File: config.mk
export PLATFORM = sky130hd
export DESIGN_NAME = psq_top
export DESIGN_NICKNAME = d
export VERILOG_FILES = /design/src/include/psq_pkg.sv /design/src/rtl/psq_top.sv
export SDC_FILE = /design/constraint.sdc
export NUM_CORES = 1
export LEC_CHECK = 0
export ABC_AREA = 1
export ABC_CLOCK_PERIOD_IN_PS = 6450
export BUFFER_PORTS_ARGS = -buffer_cell sky130_fd_sc_hd__buf_2
export CORE_ASPECT_RATIO = 1.5
export CORE_MARGIN = 5
export CORE_UTILIZATION = 50
export CTS_BUF_LIST = sky130_fd_sc_hd__clkbuf_8 sky130_fd_sc_hd__clkbuf_16
export DETAILED_ROUTE_END_ITERATION = 16
export GPL_TIMING_DRIVEN = 0
export PLACE_DENSITY = 0.73
export SETUP_SLACK_MARGIN = 0.02
export SKIP_CTS_REPAIR_TIMING = 1
export SLEW_MARGIN = 15
export SYNTH_ARGS = -nofsm -noshare
export SYNTH_HDL_FRONTEND = slang
export SYNTH_SLANG_ARGS = --single-unit
File: constraint.sdc
create_clock -name aclk -period 6.45 [get_ports aclk]
set_input_delay 0.645 -clock aclk [delete_from_list [all_inputs] [get_ports aclk]]
set_output_delay 0.645 -clock aclk [all_outputs]
set_load 0.02 [all_outputs]
File: src/include/psq_pkg.sv
/*
 * psq_pkg: constants, register map, state codes and pin carriers for the
 * pushbutton power sequencer.
 * Assumes a single 250 MHz clock and an AXI4-Lite master with 32-bit data.
 */
`default_nettype none
package psq_pkg;
   // ==========================================================
   // timing
   localparam int unsigned CLK_KHZ      = 250000;        // 250 MHz core clock
   localparam int unsigned DEBOUNCE_MS  = 24;            // key debounce interval
   localparam int unsigned DEBOUNCE_CYC = DEBOUNCE_MS * CLK_KHZ;
   localparam int unsigned DISCH_CYC    = 16;            // active discharge hold time
   localparam logic [31:0] RST_DELAY_DEF = 32'h0000_1000; // reset delay after power good
   // ==========================================================
   // register map (byte addresses)
   localparam logic [7:0] REG_CTRL      = 8'h00;
   localparam logic [7:0] REG_RST_DELAY = 8'h04;
   localparam logic [7:0] REG_STATUS    = 8'h08;
   localparam logic [7:0] REG_INT_STAT  = 8'h0c;
   localparam logic [7:0] REG_INT_MASK  = 8'h10;
   localparam int unsigned NUM_EVT      = 4;
   localparam logic [1:0] RESP_OKAY     = 2'b00;
   localparam logic [1:0] RESP_SLVERR   = 2'b10;
   // interrupt event bit positions
   localparam int unsigned EVT_PRESS    = 0;
   localparam int unsigned EVT_READY    = 1;
   localparam int unsigned EVT_SHUTDOWN = 2;
   localparam int unsigned EVT_FAULT    = 3;
   // ==========================================================
   // sequencer states
   typedef enum logic [2:0] {
      PSQ_OFF   = 3'b000,
      PSQ_SEQ1  = 3'b001,
      PSQ_SEQ2  = 3'b010,
      PSQ_SEQ3  = 3'b011,
      PSQ_RDLY  = 3'b100,
      PSQ_RUN   = 3'b101,
      PSQ_DISCH = 3'b110
   } psq_state_t;
   // ==========================================================
   // pin carriers; converter index 0 = buck one, 1 = buck two, 2 = buck-boost
   typedef struct packed {
      logic       key_input;       // pushbutton, low = pressed
      logic       hold_on_input;   // processor hold
      logic       pwm_select;      // high = fixed-frequency switching
      logic [2:0] conv_enable;     // buckboost_enable, buck_two_enable, buck_one_enable
      logic [2:0] power_good;      // per-converter regulation flag
      logic       fault;
      logic       bat_present;
      logic       adp_present;
      logic       adp_higher;      // adapter above battery
   } psq_in_t;
   typedef struct packed {
      logic [2:0] conv_on;
      logic       force_pwm;       // all converters fixed frequency
      logic       buck_auto_skip;  // bucks may pulse-skip at light load
      logic       bb_skip_only;    // buck-boost pulse-skip only, light load
      logic       discharge;       // actively discharge all outputs
      logic       ldo_on;
      logic       max_on;
      logic       max_from_adp;
   } psq_rail_t;
endpackage
`default_nettype wire

File: src/rtl/psq_top.sv
/*
 * psq_top: pushbutton power sequencer with AXI4-Lite register slave.
 * Assumes pin inputs are asynchronous (two-flop synchronised here), and that
 * the board resolves the open-drain button status pin from its enable.
 */
// Decided for this implementation: the AXI4-Lite interface to the registers and the address map.
`default_nettype none
// Contract
// - select high: every converter runs fixed-frequency switching
// - select low: buck-boost pulse-skips only, light load
// - select low: bucks move between pulse-skip and fixed frequency automatically
// - hold input high enables the device without any key press
// - key low starts the power-up order and a processor reset
// - debounced open-drain button status shows key state
// - reset held until all enabled converters regulate, then programmed delay
// - reset held low during fault and while disabled
// - protected load connects only after buck-boost regulates
// - converter enable allows turn-on only while device enabled; low keeps off
// - always-alive regulator on whenever either supply is present
// - tracking output follows higher supply whenever either is present
// - key must stay low for the debounce interval before acting
// - buck one, then buck two on its power good, then buck-boost
// - hold low when key released: disable and discharge all outputs
// - disabled converters are skipped in the power-up order
module psq_top
   import psq_pkg::*;
#(
   parameter int unsigned DEBOUNCE_CYCLES = DEBOUNCE_CYC
) (
   input  wire logic        aclk,
   input  wire logic        aresetn,
   input  wire logic [7:0]  s_axi_awaddr,
   input  wire logic        s_axi_awvalid,
   output var  logic        s_axi_awready,
   input  wire logic [31:0] s_axi_wdata,
   input  wire logic [3:0]  s_axi_wstrb,
   input  wire logic        s_axi_wvalid,
   output var  logic        s_axi_wready,
   output var  logic [1:0]  s_axi_bresp,
   output var  logic        s_axi_bvalid,
   input  wire logic        s_axi_bready,
   input  wire logic [7:0]  s_axi_araddr,
   input  wire logic        s_axi_arvalid,
   output var  logic        s_axi_arready,
   output var  logic [31:0] s_axi_rdata,
   output var  logic [1:0]  s_axi_rresp,
   output var  logic        s_axi_rvalid,
   input  wire logic        s_axi_rready,
   input  wire psq_in_t     pins,
   output var  psq_rail_t   rails,
   output var  logic        protected_load_output,
   output var  logic        proc_reset_n,
   output var  logic        button_state_out_o,
   output var  logic        button_state_out_oe,
   output var  logic        irq
);
   // ==========================================================
   // input synchronisers: stage one is read only by stage two
   psq_in_t sync1;
   psq_in_t sync2;
   always_ff @(posedge aclk) begin
      if (!aresetn) begin
         sync1 <= '{key_input: 1'b1, default: '0}; // released level, no false press after reset
         sync2 <= '{key_input: 1'b1, default: '0};
      end else begin
         sync1 <= pins;
         sync2 <= sync1;
      end
   end

   // ==========================================================
   // key debounce: press must last the full interval, release is immediate
   logic [22:0] deb_cnt;
   logic [22:0] next_deb_cnt;
   logic        key_db;
   logic        next_key_db;
   always_comb begin
      next_deb_cnt = deb_cnt;
      next_key_db  = key_db;
      if (sync2.key_input) begin
         next_deb_cnt = '0;
         next_key_db  = 1'b0;
      end else if (32'(deb_cnt) + 32'd1 >= DEBOUNCE_CYCLES) begin
         next_key_db  = 1'b1;
      end else begin
         next_deb_cnt = deb_cnt + 23'd1;
      end
   end
   always_ff @(posedge aclk) begin
      if (!aresetn) begin
         deb_cnt <= '0;
         key_db  <= 1'b0;
      end else begin
         deb_cnt <= next_deb_cnt;
         key_db  <= next_key_db;
      end
   end

   // ==========================================================
   // sequencer
   psq_state_t  state;
   psq_state_t  next_state;
   logic [31:0] dly_cnt;
   logic [31:0] next_dly_cnt;
   logic [31:0] rst_delay;
   logic [2:0]  ena;
   logic [2:0]  pg;
   logic        dev_en;
   logic        all_pg;
   assign ena    = sync2.conv_enable;
   assign pg     = sync2.power_good;
   assign dev_en = sync2.hold_on_input | key_db;
   assign all_pg = &(pg | ~ena);
   always_comb begin
      next_state   = state;
      next_dly_cnt = dly_cnt;
      case (state)
         PSQ_OFF: begin
            if (dev_en) next_state = PSQ_SEQ1;
         end
         PSQ_SEQ1: begin
            if (pg[0] || !ena[0]) next_state = PSQ_SEQ2;
         end
         PSQ_SEQ2: begin
            if (pg[1] || !ena[1]) next_state = PSQ_SEQ3;
         end
         PSQ_SEQ3: begin
            if (pg[2] || !ena[2]) begin
               next_state   = PSQ_RDLY;
               next_dly_cnt = '0;
            end
         end
         PSQ_RDLY: begin
            // a rail dropping out of regulation restarts the delay
            if (!all_pg) next_dly_cnt = '0;
            else if (dly_cnt >= rst_delay) next_state = PSQ_RUN;
            else next_dly_cnt = dly_cnt + 32'd1;
         end
         PSQ_RUN: ;
         PSQ_DISCH: begin
            if (dly_cnt >= 32'(DISCH_CYC)) next_state = PSQ_OFF;
            else next_dly_cnt = dly_cnt + 32'd1;
         end
         default: next_state = PSQ_OFF;
      endcase
      // releasing the key without hold shuts everything down
      if (state != PSQ_OFF && state != PSQ_DISCH && !dev_en) begin
         next_state   = PSQ_DISCH;
         next_dly_cnt = '0;
      end
   end
   always_ff @(posedge aclk) begin
      if (!aresetn) begin
         state   <= PSQ_OFF;
         dly_cnt <= '0;
      end else begin
         state   <= next_state;
         dly_cnt <= next_dly_cnt;
      end
   end

   // ==========================================================
   // pin outputs, all registered
   logic [2:0] stage;
   always_comb begin
      case (state)
         PSQ_SEQ1: stage = 3'b001;
         PSQ_SEQ2: stage = 3'b011;
         PSQ_SEQ3, PSQ_RDLY, PSQ_RUN: stage = 3'b111;
         default:  stage = 3'b000;
      endcase
   end
   psq_rail_t next_rails;
   always_comb begin
      next_rails                = '0;
      next_rails.conv_on        = stage & ena;
      next_rails.force_pwm      = sync2.pwm_select;
      next_rails.buck_auto_skip = !sync2.pwm_select;
      next_rails.bb_skip_only   = !sync2.pwm_select;
      next_rails.discharge      = (state == PSQ_DISCH);
      next_rails.ldo_on         = sync2.bat_present | sync2.adp_present;
      next_rails.max_on         = sync2.bat_present | sync2.adp_present;
      next_rails.max_from_adp   = sync2.adp_present & (sync2.adp_higher | !sync2.bat_present);
   end
   always_ff @(posedge aclk) begin
      if (!aresetn) begin
         rails                 <= '0;
         protected_load_output <= 1'b0;
         proc_reset_n          <= 1'b0;
         button_state_out_o    <= 1'b0;
         button_state_out_oe   <= 1'b0;
      end else begin
         rails                 <= next_rails;
         // buck-boost must regulate before the load switch closes
         protected_load_output <= (state == PSQ_RDLY || state == PSQ_RUN) && ena[2] && pg[2];
         proc_reset_n          <= (state == PSQ_RUN) && !sync2.fault;
         button_state_out_o    <= 1'b0;
         button_state_out_oe   <= key_db;
      end
   end

   // ==========================================================
   // events and interrupt
   logic                key_db_d;
   logic                fault_d;
   logic [NUM_EVT-1:0]  evt;
   logic [NUM_EVT-1:0]  int_stat;
   logic [NUM_EVT-1:0]  int_mask;
   logic [NUM_EVT-1:0]  next_int_stat;
   logic [NUM_EVT-1:0]  next_int_mask;
   logic [NUM_EVT-1:0]  stat_clr;
   always_comb begin
      evt               = '0;
      evt[EVT_PRESS]    = key_db & !key_db_d;
      evt[EVT_READY]    = (next_state == PSQ_RUN) && (state != PSQ_RUN);
      evt[EVT_SHUTDOWN] = (next_state == PSQ_DISCH) && (state != PSQ_DISCH);
      evt[EVT_FAULT]    = sync2.fault & !fault_d;
      // a new event wins over a clear in the same cycle
      next_int_stat     = (int_stat & ~stat_clr) | evt;
   end

   // ==========================================================
   // AXI4-Lite slave: write address and data latched separately
   logic        aw_held;
   logic        w_held;
   logic [7:0]  aw_addr;
   logic [31:0] w_data;
   logic [3:0]  w_strb;
   logic        do_write;
   logic [31:0] rd_word;
   logic [31:0] delay_merged;
   logic        rd_hit;
   assign do_write = aw_held && w_held && !s_axi_bvalid;
   always_comb begin
      stat_clr      = '0;
      next_int_mask = int_mask;
      delay_merged  = rst_delay;
      for (int b = 0; b < 4; b++) begin
         if (w_strb[b]) delay_merged[8*b +: 8] = w_data[8*b +: 8];
      end
      if (do_write && w_strb[0]) begin
         if (aw_addr == REG_INT_STAT) stat_clr = w_data[NUM_EVT-1:0];
         if (aw_addr == REG_INT_MASK) next_int_mask = w_data[NUM_EVT-1:0];
      end
   end
   always_comb begin
      rd_hit  = 1'b1;
      rd_word = '0;
      case (s_axi_araddr)
         REG_CTRL:      rd_word = 32'(dev_en);
         REG_RST_DELAY: rd_word = rst_delay;
         REG_STATUS:    rd_word = {16'h0000, proc_reset_n, protected_load_output, key_db,
                                   sync2.hold_on_input, pg, ena, state, rails.conv_on};
         REG_INT_STAT:  rd_word = 32'(int_stat);
         REG_INT_MASK:  rd_word = 32'(int_mask);
         default:       rd_hit  = 1'b0;
      endcase
   end
   always_ff @(posedge aclk) begin
      if (!aresetn) begin
         s_axi_awready <= 1'b0;
         s_axi_wready  <= 1'b0;
         s_axi_bvalid  <= 1'b0;
         s_axi_bresp   <= RESP_OKAY;
         s_axi_arready <= 1'b0;
         s_axi_rvalid  <= 1'b0;
         s_axi_rdata   <= '0;
         s_axi_rresp   <= RESP_OKAY;
         aw_held       <= 1'b0;
         w_held        <= 1'b0;
         aw_addr       <= '0;
         w_data        <= '0;
         w_strb        <= '0;
         rst_delay     <= RST_DELAY_DEF;
         int_stat      <= '0;
         int_mask      <= '0;
         key_db_d      <= 1'b0;
         fault_d       <= 1'b0;
         irq           <= 1'b0;
      end else begin
         // ready pulses one cycle per accepted beat
         s_axi_awready <= !aw_held && !s_axi_awready && s_axi_awvalid;
         s_axi_wready  <= !w_held && !s_axi_wready && s_axi_wvalid;
         if (s_axi_awready) begin
            aw_held <= 1'b1;
            aw_addr <= s_axi_awaddr;
         end
         if (s_axi_wready) begin
            w_held <= 1'b1;
            w_data <= s_axi_wdata;
            w_strb <= s_axi_wstrb;
         end
         if (do_write) begin
            aw_held      <= 1'b0;
            w_held       <= 1'b0;
            s_axi_bvalid <= 1'b1;
            s_axi_bresp  <= (aw_addr == REG_CTRL || aw_addr == REG_RST_DELAY || aw_addr == REG_STATUS ||
                             aw_addr == REG_INT_STAT || aw_addr == REG_INT_MASK) ? RESP_OKAY : RESP_SLVERR;
            if (aw_addr == REG_RST_DELAY) rst_delay <= delay_merged;
         end else if (s_axi_bvalid && s_axi_bready) begin
            s_axi_bvalid <= 1'b0;
         end
         s_axi_arready <= !s_axi_rvalid && !s_axi_arready && s_axi_arvalid;
         if (s_axi_arready) begin
            s_axi_rvalid <= 1'b1;
            s_axi_rdata  <= rd_word;
            s_axi_rresp  <= rd_hit ? RESP_OKAY : RESP_SLVERR;
         end else if (s_axi_rvalid && s_axi_rready) begin
            s_axi_rvalid <= 1'b0;
         end
         int_stat <= next_int_stat;
         int_mask <= next_int_mask;
         key_db_d <= key_db;
         fault_d  <= sync2.fault;
         irq      <= |(next_int_stat & next_int_mask);
      end
   end
endmodule
`default_nettype wire

### Yosys cells after proc, flatten, opt, wreduce, memory -nomap -nowiden

Cells that the tools add are included.

| storage, ports and cells | value |
|---|---|
| output and inout bits | 56 |
| logic and storage cells | 181 |
| register bits after elaboration | 225 |

| cells by class | value |
|---|---|
| $lt $le $gt $ge | 3 |
| equal/unequal tests | 21 |
| bitwise operators | 14 |
| reduce and logical (&&, ||, !) cells | 61 |
| add/sub/neg operators | 3 |
| muxes and demuxes | 27 |

Operators by type and width:

| kind | number |
|---|---|
| $pmux W32 S5 | 1 |
| $mux W32 | 4 |
| $pmux W32 S3 | 1 |
| $add A32 B1 Y32 const B | 1 |
| $eq A8 B4 Y1 const B | 4 |
| $ge A32 B32 Y1 | 1 |
| $ge A32 B5 Y1 const B | 1 |
| $add A23 B1 Y24 const B | 1 |
| $ge A24 B23 Y1 const B | 1 |
| $mux W3 | 8 |
| $add A23 B1 Y23 const B | 1 |
| $pmux W3 S7 | 1 |
| $logic_and A1 B1 Y1 | 18 |
| $eq A8 B3 Y1 const B | 2 |
| $eq A8 B5 Y1 const B | 2 |
| $logic_not A1 Y1 | 16 |
| $logic_not A8 Y1 | 2 |
| $mux W4 | 4 |
| $eq A3 B3 Y1 const B | 5 |
| $reduce_and A3 Y1 | 5 |
| $ne A3 B3 Y1 const B | 3 |
| $pmux W3 S3 | 1 |
| $and A4 B4 Y4 | 2 |
| $logic_or A1 B1 Y1 | 8 |
| 21 further kinds | 36 |

### Logic depth before layout (Yosys ltp)

Gate-level depths: netlist of run 1.

| depth | value |
|---|---|
| word-level depth | 11 |
| gate-level depth with buffers | 20 |
| mapped depth without buffers | 18 |

### Worst setup path before layout of run 1

No wires, ideal clock.

| timing path | value |
|---|---|
| path type | register to register |
| start point | register deb_cnt[0] |
| end point | register deb_cnt[11] |
| library setup time | 140 ps |
| cell stages (with the launch flop) | 15 |
| data arrival time | 2048 ps |
| period minus slack after synthesis | 2187 ps |
| setup slack | 4263 ps |
| required time | 6310 ps |
| cells stage by stage | dfxtp_1 ha_1 nand2_2 nor2_4 nand2_2 nor2_4 nand3_1 nand2_1 nand2_1 nor2_2 nand4_2 buf_4 buf_4 nand3_1 a21oi_1 |

| between the ends | value |
|---|---|
| cells in the longest elaborated chain, start to end | 2 |
| elaborated cells between the ends (all ways) | 3 |
| classes of those cells | add/sub (2); order compare (1) |

Ends and longest elaborated chain:

| element | RTL line | text |
|---|---|---|
| start: declaration | psq_top.sv:73 | `logic [22:0] deb_cnt;` |
| start signal: assignment | psq_top.sv:94 | `deb_cnt <= next_deb_cnt;` |
| $add A23 B1 Y24 | psq_top.sv:83 | `end else if (32'(deb_cnt) + 32'd1 >= DEBOUNCE_CYCLES) begin` |
| $ge A24 B23 Y1 | psq_top.sv:83 |  |

Parallel ways exist; a longest one is shown, timed or not.
A chain may end at the register's enable or synchronous reset.

### Worst setup path after layout of run 1

| timing path | value |
|---|---|
| start point | register state[0] |
| end point | register irq |

| between the ends | value |
|---|---|
| cells in the longest elaborated chain, start to end | 9 |
| elaborated cells between the ends (all ways) | 28 |
| classes of those cells | eq/ne (10); mux (9); bitwise (2); reduce/logical (7) |

Ends and longest elaborated chain:

| element | RTL line | text |
|---|---|---|
| start: declaration | psq_top.sv:101 | `psq_state_t state;` |
| start signal: assignment | psq_top.sv:157 | `state <= next_state;` |
| $mux W3 (tied with other cells) | psq_top.sv:136 | `else if (dly_cnt >= rst_delay) next_state = PSQ_RUN;` |
| $mux W3 / $logic_and A1 B1 Y1 (equally long branches) | psq_top.sv:135, psq_top.sv:147 |  |
| $pmux W3 S7 / $logic_and A1 B1 Y1 (equally long branches) | psq_top.sv:117, psq_top.sv:147 |  |
| $mux W3 | psq_top.sv:147 | `if (state != PSQ_OFF && state != PSQ_DISCH && !dev_en) begin` |
| $eq A3 B3 Y1, on equally long branches | psq_top.sv:215, psq_top.sv:216 |  |
| $logic_and A1 B1 Y1, on equally long branches | psq_top.sv:215, psq_top.sv:216 |  |
| $or A4 B4 Y4 * | psq_top.sv:219 | `next_int_stat = (int_stat & ~stat_clr) \| evt;` |
| $and A4 B4 Y4 * | psq_top.sv:315 | `irq <= \|(next_int_stat & next_int_mask);` |
| $reduce_or A4 Y1 * | psq_top.sv:315 |  |
| end signal: assignment | psq_top.sv:315 |  |
| end: declaration | psq_top.sv:55 | `output var logic irq` |

Every way passes the cells marked *; elsewhere a longest branch is shown, timed or not.

==> results of run 1 <==
[cell usage after synthesis, types with 7 or more instances]
library cell | number | area, um2
inv_1 | 177 | 664
nor3_1 | 34 | 170
nor2_2 | 7 | 43.8
o21ai_0 | 133 | 666
dfxtp_1 | 223 | 4460
buf_4 | 8 | 60.1
nor2_1 | 228 | 856
nand2_1 | 321 | 1200
xnor2_1 | 8 | 70.1
nand4_1 | 46 | 288
ha_1 | 36 | 450
buf_2 | 7 | 35.0
a21oi_1 | 113 | 566
xor2_1 | 19 | 166
nand3_1 | 117 | 586
nand3_2 | 9 | 90.1
clkbuf_1 | 52 | 195
[worst paths after layout]
path	slack [ps]	cells past startpoint	start	to
max	3290	12	state[0]	irq
min	300	3	pins[9]	sync1[9]
max reg2reg	3290	12	state[0]	irq
min reg2reg	410	2	sync1[3]	sync2[3]
[cell families after synthesis]
| kind of cell | Yosys count | synth area share, % |
|---|---|---|
| adders and majority gates | 36 | 4.02 |
| other | 1 | 0.0335 |
| and+or+nand+nor | 786 | 30.7 |
| xor gates and xnor gates | 28 | 2.26 |
| buffers and inverters | 255 | 9.19 |
| DFF | 223 | 39.8 |
| AOI/OAI and AO/OA | 289 | 14.0 |
[routing by layer]
layer / wire length [um] / part of all wire, %
met2: 17700 / 53
met3: 1560 / 4.7
met1: 12100 / 36
met4: 1880 / 5.7
met5: 0 / 0
[area by class of cell]
type	instances	area [um2]
tap	276	345
clock buffer	28	644
fill	2153	9280
timing repair buffer	123	616
multi-input combinational	1142	5720
sequential	223	4460
buffer	71	339
clock inverter	12	114
inverter	184	691
[state kept, by name, summed over array words and instances, names as in the netlist, 3 cells and up]
signal,count
rst_delay,32
aw_addr,8
w_data,32
w_strb,4
pg,3
state,3
sync2,6
s_axi_rdata,32
ena,3
int_mask,4
int_stat,4
deb_cnt,23
rails,8
sync1,13
dly_cnt,32
[worst max-delay path: cells and delay by family, from the launching register on]
kind	cells	cell delay (ps)
simple gates	11	2560
buf+inv	1	200
flops	1	310
[power by group through the flow]
stage	registers, mW	clock network, mW	logic (mW)
floorplan	1.49	0	0.361
global placement	1.49	0	0.540
detailed placement	1.50	0	0.546
CTS	1.46	1.35	0.551
global route	1.47	1.42	0.623
finish	1.47	1.33	0.562
==> summary.txt, run 1 <==
Power
  – P_int: approximately 2.4 mW
  – Power Density: 260 nW/um2
  – Flop pwr share: approximately 44%
  – Leak Pwr: 5.49 nW
  – Sw Share: 29.9%
  – Net switching power: 1.01 mW
  – Worst VDD drop: 0.193 mV
  – Part of the power in combinational logic: 16.7%
  – Power, Total: 3.36 mW
  – Clock share of power: 39.7%

GRT
  – Grt met3 use: 2.91%
  – GR peak layer: met2
  – Largest net degree at the start of global routing: 15
  – GRT Overall Usage: roughly a quarter
  – Overflow after GRT: 0
  – Initial antenna violation count: 0
  – Met1 Use GR: 27.4%
  – Vias in the first global route: 11,000
  – Grt met2 use: 47.9%
  – First-pass GRT wire length: approximately 55 mm

Clocking
  – Num CTS Buffers: 23
  – Num Clock Sinks: 223
  – CTS H-tree lvls: 1
  – CTS tree: done
  – Worst skew pair latency: between 500 and 600 ps
  – Clock transition at the registers of the reported paths: 70 ps
  – CTS root buf: clkbuf_16
  – CTS max path bufs: 3

Die
  – DIE AREA: 25,600 um2
  – Die Y: 193 um
  – FP Rows: 67
  – Core area: 22,200 um2
  – Initial Utilization: 50.4%
  – Die W: 132 um
  – IO Pins: ~130

Final layout
  – Most frequent cells in the layout: 321 x nand2_1, 228 x nor2_1, 223 x dfxtp_1, 183 x inv_1, 133 x o21ai_0
  – Layout Nets: 1,876
  – Final instance area: approximately 13,000 um2
  – Core Util, Final: between 50 and 60%
  – Area growth from synthesis to layout: 15.4%
  – Number of diodes: 0
  – Finished Layout Cells: 2,059
  – Most common library cell in the layout ignoring fill and taps: nand2_1
  – Fraction of layout cells with a size suffix above 1: approximately 12%

Timing
  – Total negative slack: 0 ps
  – Unrepaired setup endpoints after global routing: no
  – Tmin final: 3160 ps
  – Pins over their slew limit: 0
  – Slew headroom: between 15 and 20%
  – Final Hold Fails: 0
  – Worst Tran Pin Value: 1240 ps
  – Fin crit share: 49.0%
  – Setup violations, final: 0
  – Worst hold margin: slightly above 300 ps
  – Max Fclk: 316 MHz
  – Setup WS post-layout: 3290 ps
  – Clock Skew: 25.9 ps

Setup path
  – Critical path type: flop to flop
  – CP most frequent cell: nand2_1
  – Cell chain of the critical path: clkbuf_1 > nor3_1 > nand4_1 > nor3b_1 > nand2_1 > nand2_1 > nand2_1 > nor2_1 > nand3_1 > nand2_1 > nand2_1 > nand2_1
  – Max FO, Critical Path: 10
  – Worst EP required: 6920 ps
  – Largest stage delay on the critical path: about 1000 ps
  – Worst EP arrival: 3630 ps
  – CP max-delay cell: nor3_1
  – Critical Path Sink Type: flop
  – CP startpoint kind: flop

Placed design
  – Dpl ws: 3460 ps
  – Gp weighted congestion: 1.03
  – Detail Placement HPWL: 26.2 mm
  – Placed instance count: 2,019
  – DP Area: 12,200 um2
  – PortBufs: 123

Route
  – Post-route DRC: 0
  – Wirelength per Cell: between 15 and 20 um
  – DRT Pass-1 Iters: 5
  – ANT nets after route: 0
  – Total via count in the routed design: approximately 11,000
  – Via-to-Cell Ratio: 5.45
  – Routed WL: 33.2 mm
  – First DRT Iteration DRCs: slightly below 700

Yosys
  – Mapped Cells: 1,618
  – Synth warnings: 0
  – Register bit total from synthesis: 223
  – Synth unique cells: 48
  – Syn Area/Cell: 6.92 um2
  – EDFF count, synth: 0
  – Ys async rst share: 0%
  – Ys flop type: dfxtp_1
  – Mapped Area: about 11,000 um2
  – Sequential area share after synthesis: 39.8%

Job
  – Max-cap violation count: 0

Worst hold path
  – HP Class: input pin to flop

Outcome
  – Status: finished, final reports clean
Power figures use the tool's default switching activity.
==> inputs of run 2 (changes only) <==
- ABC_CLOCK_PERIOD_IN_PS: 6450 -> 3000
- clock period: 6.45 -> 3 ns (I/O delays scaled with it)
==> run 2 against run 1 <==
Against the previous run:
- worst hold slack worse by 300 ps
- critical path type unchanged
- combinational power is 120% higher
- largest cell class unchanged
- clock skew hardly changed
- critical endpoint unchanged
- design area is 1.1% higher
- first-iteration DRC count is 6.2% lower
- largest power group unchanged
- global-route usage stayed put
==> summary.txt, run 2 (same netlist as run 1, synthesis figures left out) <==
Outcome
  – Status: finished, final reports clean

GRT
  – Overflow after GRT: 0 (unchanged)
  – Initial antenna violation count: 0 (unchanged)
  – Largest net degree at the start of global routing: 15 (unchanged)
  – GRT Overall Usage: 25.4% (unchanged)
  – Grt met2 use: 47.9% (unchanged)
  – GR peak layer: met2
  – Vias in the first global route: 11,000 (unchanged)
  – First-pass GRT wire length: 54.6 mm (unchanged)
  – Met1 Use GR: 27.4% (unchanged)
  – Grt met3 use: 2.91% (unchanged)

Route
  – DRT Pass-1 Iters: 7 (+2)
  – Total via count in the routed design: 11,200 (+0.14%)
  – First DRT Iteration DRCs: 650 (-6.2%)
  – Routed WL: 33.5 mm (+0.86%)
  – Wirelength per Cell: 16.2 um (+0.22%)
  – Via-to-Cell Ratio: 5.42 (-0.49%)
  – Post-route DRC: 0 (unchanged)
  – ANT nets after route: 0 (unchanged)

Timing
  – Fin crit share: 95.3% (+46 points)
  – Max Fclk: 350 MHz (+11%)
  – Tmin final: 2860 ps (-301 ps)
  – Worst hold margin: 0.781 ps (-303 ps)
  – Pins over their slew limit: 0 (unchanged)
  – Clock Skew: 25.8 ps (-0.164 ps)
  – Slew headroom: 45.6% (+29 points)
  – Unrepaired setup endpoints after global routing: no
  – Final Hold Fails: 0 (unchanged)
  – Total negative slack: 0 ps (unchanged)
  – Worst Tran Pin Value: 816 ps (-420 ps)
  – Setup violations, final: 0 (unchanged)

Job
  – Max-cap violation count: 0 (unchanged)

Final layout
  – Layout Nets: 1,889 (+0.69%)
  – Finished Layout Cells: 2,072 (+0.63%)
  – Area growth from synthesis to layout: 16.7%
  – Number of diodes: 0 (unchanged)
  – Most frequent cells in the layout: 321 x nand2_1, 228 x nor2_1, 223 x dfxtp_1, 183 x inv_1, 133 x o21ai_0
  – Most common library cell in the layout ignoring fill and taps: nand2_1
  – Fraction of layout cells with a size suffix above 1: 12.2% (+0.079 points)

Clocking
  – Num Clock Sinks: 223 (unchanged)
  – Num CTS Buffers: 23 (unchanged)
  – CTS root buf: clkbuf_16
  – CTS max path bufs: 3 (unchanged)
  – CTS H-tree lvls: 1 (unchanged)
  – Clock transition at the registers of the reported paths: 70 ps (about the same)
  – Worst skew pair latency: 520 ps (about the same)
  – CTS tree: done

Setup path
  – CP most frequent cell: nand2_1
  – R2R cell count: 12 (unchanged)
  – Worst EP arrival: 3320 ps (-310 ps)
  – R2r endpoint: irq
  – Critical Path Sink Type: flop
  – Worst EP required: 3460 ps (-3460 ps)
  – CP startpoint kind: flop
  – Largest stage delay on the critical path: 730 ps (-300 ps)
  – RR Startpoint: state[0]
  – Max FO, Critical Path: 10 (unchanged)
  – R2R setup slack: 140 ps (-3150 ps)
  – Cell chain of the critical path: clkbuf_1 > nor3_2 > nand4_1 > nor3b_1 > nand2_1 > nand2_1 > nand2_1 > nor2_1 > nand3_1 > nand2_1 > nand2_1 > nand2_1
  – CP bufs+invs: 1 (unchanged)
  – Critical path type: flop to flop
  – Delay-heaviest family, CP: simple AND/OR/NAND/NOR gates
  – CP max-delay cell: nor3_2

Die
  – Core area: 22,200 um2 (unchanged)
  – Die Y: 193 um (unchanged)
  – Die W: 132 um (unchanged)
  – Initial Utilization: 50.4% (unchanged)
  – IO Pins: 128 (unchanged)
  – DIE AREA: 25,600 um2 (unchanged)
  – FP Rows: 67 (unchanged)

Power
  – Clock share of power: 39.5% (-0.2 points)
  – Part of the power in combinational logic: 17.0% (+0.3 points)
  – Net switching power: 2.17 mW (+120%)
  – Flop pwr share: 43.4% (-0.2 points)
  – P_int: 5.08 mW (+120%)
  – Power Density: 555 nW/um2 (+110%)
  – Power, Total: 7.26 mW (+120%)
  – Worst VDD drop: 0.401 mV (+110%)
  – Sw Share: 29.9% (about the same)
  – Leak Pwr: 5.56 nW (+1.1%)

Placed design
  – Placed instance count: 2,019 (unchanged)
  – PortBufs: 123 (unchanged)
  – Detail Placement HPWL: 26.2 mm (unchanged)
  – Gp weighted congestion: 1.03 (unchanged)

Worst hold path
  – Hold path start: s_axi_awaddr[7]
  – Hold worst-path end: aw_addr[7]
  – Hold Crit Depth: 3 (unchanged)
  – HP Class: input pin to flop
[run 2: area by class of cell]
type                            count  area [um2]
Clock buffer                       28         644
Sequential cell                   223        4460
Clock inverter                     12         114
Buffer                             71         344
Multi-Input combinational cell   1142        5730
Fill cell                        2136        9140
Tap cell                          276         345
Inverter                          184         691
Timing Repair Buffer              136         746
[run 2: worst max path at each step]
stage	start	to	slack [ps]	cells past startpoint
final	state[0]	irq	140	12
after global routing	dly_cnt[26]	dly_cnt[0]	10	11
after CTS	state[0]	irq	-70	12
after detailed placement	state[0]	irq	6	12
after global placement	state[0]	irq	-30	12
after floorplan	deb_cnt[0]	deb_cnt[11]	810	14
[run 2: per-layer routing]
layer	wire length (um)	vias to the layer above
met4	1930	0
li1	-	5627
met3	1490	112
met2	17700	350
met1	12400	5151
met5	0	-
[run 2: through the flow]
stage / instance area, um2 / util (%) / setup slack [ps]
2_1_floorplan: 11200 / - / 813
3_3_place_gp: 12200 / 54.8 / -32.6
3_5_place_dp: 12200 / 54.8 / 6.04
4_1_cts: 12900 / 58.2 / -65.4
5_1_grt: 13100 / 58.9 / 10.1
6_report: 13100 / 58.9 / 140
[run 2: power by group through the flow]
stage,Sequential [mW],Clock (mW),Combinational (mW)
floorplan,3.21,0,0.777
global placement,3.21,0,1.16
detailed placement,3.21,0,1.17
CTS,3.15,2.91,1.18
global route,3.16,3.05,1.37
finish,3.15,2.87,1.24
[run 2: worst min-delay path, stage by stage]
cell    delay, ps
buf_2          70
nor2_1         30
nor2_1         80
==> inputs of run 3 (changes only) <==
- CELL_PAD_IN_SITES_DETAIL_PLACEMENT: default -> 0
- CELL_PAD_IN_SITES_GLOBAL_PLACEMENT: default -> 1
- CORE_UTILIZATION: 50 -> 40
- PLACE_DENSITY: 0.73 -> default
- PLACE_DENSITY_LB_ADDON: default -> 0.1
==> run 3 against run 2 <==
Against the previous run:
- the flow now finishes with violations (negative hold slack)
- non-clock buffer count rose by 1
- combinational power barely moved
- maximum frequency rose by 2.5%
- utilization fell by 11 points
- die area rose by 23%
- clock power rose by 4%
- register-to-register slack improved by 70 ps
- sequential power barely moved
- worst hold slack got worse by 2.2 ps
- worst setup slack improved by 71 ps
- count of clock-buffer cells in the layout fell by 2
- sequential share of layout area fell by 0.29 points
- critical endpoint unchanged
==> summary.txt, run 3 (same netlist as run 1, synthesis figures left out) <==
Outcome
  – Status: finished with violations
  – Violated checks: negative hold slack

Die
  – Initial Utilization: 40.3% (-10 points)
  – IO Pins: 128 (unchanged)
  – Die W: 147 um (+11%)
  – Die Y: 215 um (+11%)
  – Core area: 27,800 um2 (+25%)
  – DIE AREA: 31,500 um2 (+23%)
  – FP Rows: 75 (+12%)

Clocking
  – Worst skew pair latency: 530 ps (about the same)
  – CTS H-tree lvls: 1 (unchanged)
  – Num Clock Sinks: 223 (unchanged)
  – Num CTS Buffers: 24 (+4.3%)
  – CTS tree: done
  – CTS root buf: clkbuf_16
  – CTS max path bufs: 3 (unchanged)
  – Clock transition at the registers of the reported paths: 60 ps (about the same)

Final layout
  – Core Util, Final: 47.5% (-11 points)
  – Most common library cell in the layout ignoring fill and taps: nand2_1
  – Number of diodes: 0 (unchanged)
  – Most frequent cells in the layout: 321 x nand2_1, 228 x nor2_1, 223 x dfxtp_1, 181 x inv_1, 133 x o21ai_0
  – Area growth from synthesis to layout: 17.7%
  – Fraction of layout cells with a size suffix above 1: 12.2% (about the same)
  – Layout Nets: 1,891 (+0.11%)
  – FILL cells: 2,939 (+38%)

Power
  – Leak Pwr: 5.55 nW (about the same)
  – Clock share of power: 40.6% (+1.1 points)
  – Flop pwr share: 42.9% (-0.5 points)
  – P_int: 5.17 mW (+1.6%)
  – Power Density: 557 nW/um2 (+0.39%)
  – Part of the power in combinational logic: 16.5% (-0.5 points)
  – Worst VDD drop: 0.353 mV (-12%)
  – Sw Share: 29.7% (-0.23 points)
  – Net switching power: 2.18 mW (+0.48%)

Timing
  – Setup violations, final: 0 (unchanged)
  – Max Fclk: 359 MHz (+2.5%)
  – Worst hold margin: -1.44 ps (-2.22 ps)
  – Tmin final: 2790 ps (-71.0 ps)
  – Fin crit share: 93.0% (-2.4 points)
  – Pins over their slew limit: 0 (unchanged)
  – Final Hold Fails: 1 (+1)
  – Setup WS post-layout: 211 ps (+71.0 ps)
  – Slew headroom: 42.8% (-2.8 points)
  – Clock Skew: 12.4 ps (-13.4 ps)
  – Unrepaired setup endpoints after global routing: no
  – Worst Tran Pin Value: 853 ps (+37.0 ps)

Placed design
  – Gp weighted congestion: 0.927 (-10%)
  – Dpl ws: -46.7 ps (-52.7 ps)
  – PortBufs: 123 (unchanged)
  – Detail Placement HPWL: 28.4 mm (+8.4%)

Setup path
  – Worst EP required: 3470 ps (about the same)
  – CP bufs+invs: 1 (unchanged)
  – Critical path startpoint: state[0]
  – Worst EP arrival: 3260 ps (-60 ps)
  – Cell chain of the critical path: clkbuf_1 > nor3_2 > nand4_1 > nor3b_1 > nand2_1 > nand2_1 > nand2_1 > nor2_1 > nand3_1 > nand2_1 > nand2_1 > nand2_1
  – Delay-heaviest family, CP: simple AND/OR/NAND/NOR gates
  – RR Startpoint: state[0]
  – CP startpoint kind: flop
  – CP max-delay cell: nor3_2
  – Critical Path Sink Type: flop
  – CP most frequent cell: nand2_1
  – Critical path type: flop to flop
  – Max FO, Critical Path: 10 (unchanged)
  – Largest stage delay on the critical path: 760 ps (+30 ps)

GRT
  – Vias in the first global route: 10,700 (-3.1%)
  – Largest net degree at the start of global routing: 14 (-1)
  – Overflow after GRT: 0 (unchanged)
  – First-pass GRT wire length: 56.7 mm (+3.8%)
  – Initial antenna violation count: 0 (unchanged)
  – GRT Overall Usage: 22.3% (-3.1 points)

Route
  – Post-route DRC: 0 (unchanged)
  – Total via count in the routed design: 10,900 (-2.7%)
  – Wirelength per Cell: 16.7 um (+3.3%)
  – ANT nets after route: 0 (unchanged)
  – Via-to-Cell Ratio: 5.11 (-5.8%)
  – DRT Pass-1 Iters: 5 (-2)
  – Routed WL: 35.8 mm (+6.8%)
  – First DRT Iteration DRCs: 569 (-12%)

Worst hold path
  – Hold path start: s_axi_wdata[26]
  – HP Class: input pin to flop

Job
  – Max-cap violation count: 0 (unchanged)
==> run 3: cell count changes in the layout (fill, tap and decap cells not counted), sizes merged <==
cell         before  now
buf             141  142
bufinv            2    3
clkbuf           81   78
clkinv            8    7
clkinvlp          0    2
dlygate4sd3      13   14
inv             186  184
==> run 3: area by class of cell <==
| class | count | area, um2 | share of cell area [%] |
|---|---|---|---|
| multi-input cells | 1142 | 5730 | 43.4 |
| flip-flops and latches | 223 | 4460 | 33.8 |
| repair buffers | 137 | 756 | 5.73 |
| inverters | 184 | 691 | 5.24 |
| clock buffers | 26 | 639 | 4.85 |
| well taps | 346 | 433 | 3.28 |
| plain buffers | 71 | 340 | 2.58 |
| clock inverters | 12 | 139 | 1.05 |
==> run 3: layer usage <==
metal / routed length (um) / GRT usage (%) / vias to the layer above / part of all wire [%]
met2: 18700 / 42.1 / 222 / 52
met3: 1140 / 2.13 / 87 / 3.2
met5: 0 / 0 / - / 0
met4: 1560 / 9.38 / 0 / 4.3
met1: 14400 / 25.3 / 5000 / 40
li1: - / - / 5628 / -
==> run 3: worst register-to-register path: cells and delay by family, from the launching register on <==
family                 cells  cell delay [ps]
buffers and inverters      1              220
and+or+nand+nor           11             2230
DFF                        1              310
==> run 3: through the flow <==
stage,power [mW],area [um2],TNS [ps],cells,hold WS [ps]
detailed placement,4.41,12300,-51.9,2089,396
global route,7.70,13200,0,2141,1.38
CTS,7.41,13000,-89.5,2127,-67.1
floorplan,3.98,11200,0,1620,390
finish,7.35,13200,0,2141,-1.44
global placement,4.41,12300,-68.5,2089,394
==> run 3: power by group through the flow <==
stage | Combinational, mW | Clock [mW] | Sequential, mW
after global routing | 1.36 | 3.18 | 3.16
after global placement | 1.19 | 0 | 3.21
final | 1.21 | 2.99 | 3.15
after detailed placement | 1.20 | 0 | 3.21
after CTS | 1.20 | 3.06 | 3.15
after floorplan | 0.777 | 0 | 3.21
==> run 3: worst paths after layout <==
path | end | slack (ps) | cells after the start
max | irq | 210 | 12
min | w_data[26] | -1 | 3
max reg2reg | irq | 210 | 12
min reg2reg | sync2[3] | 410 | 2
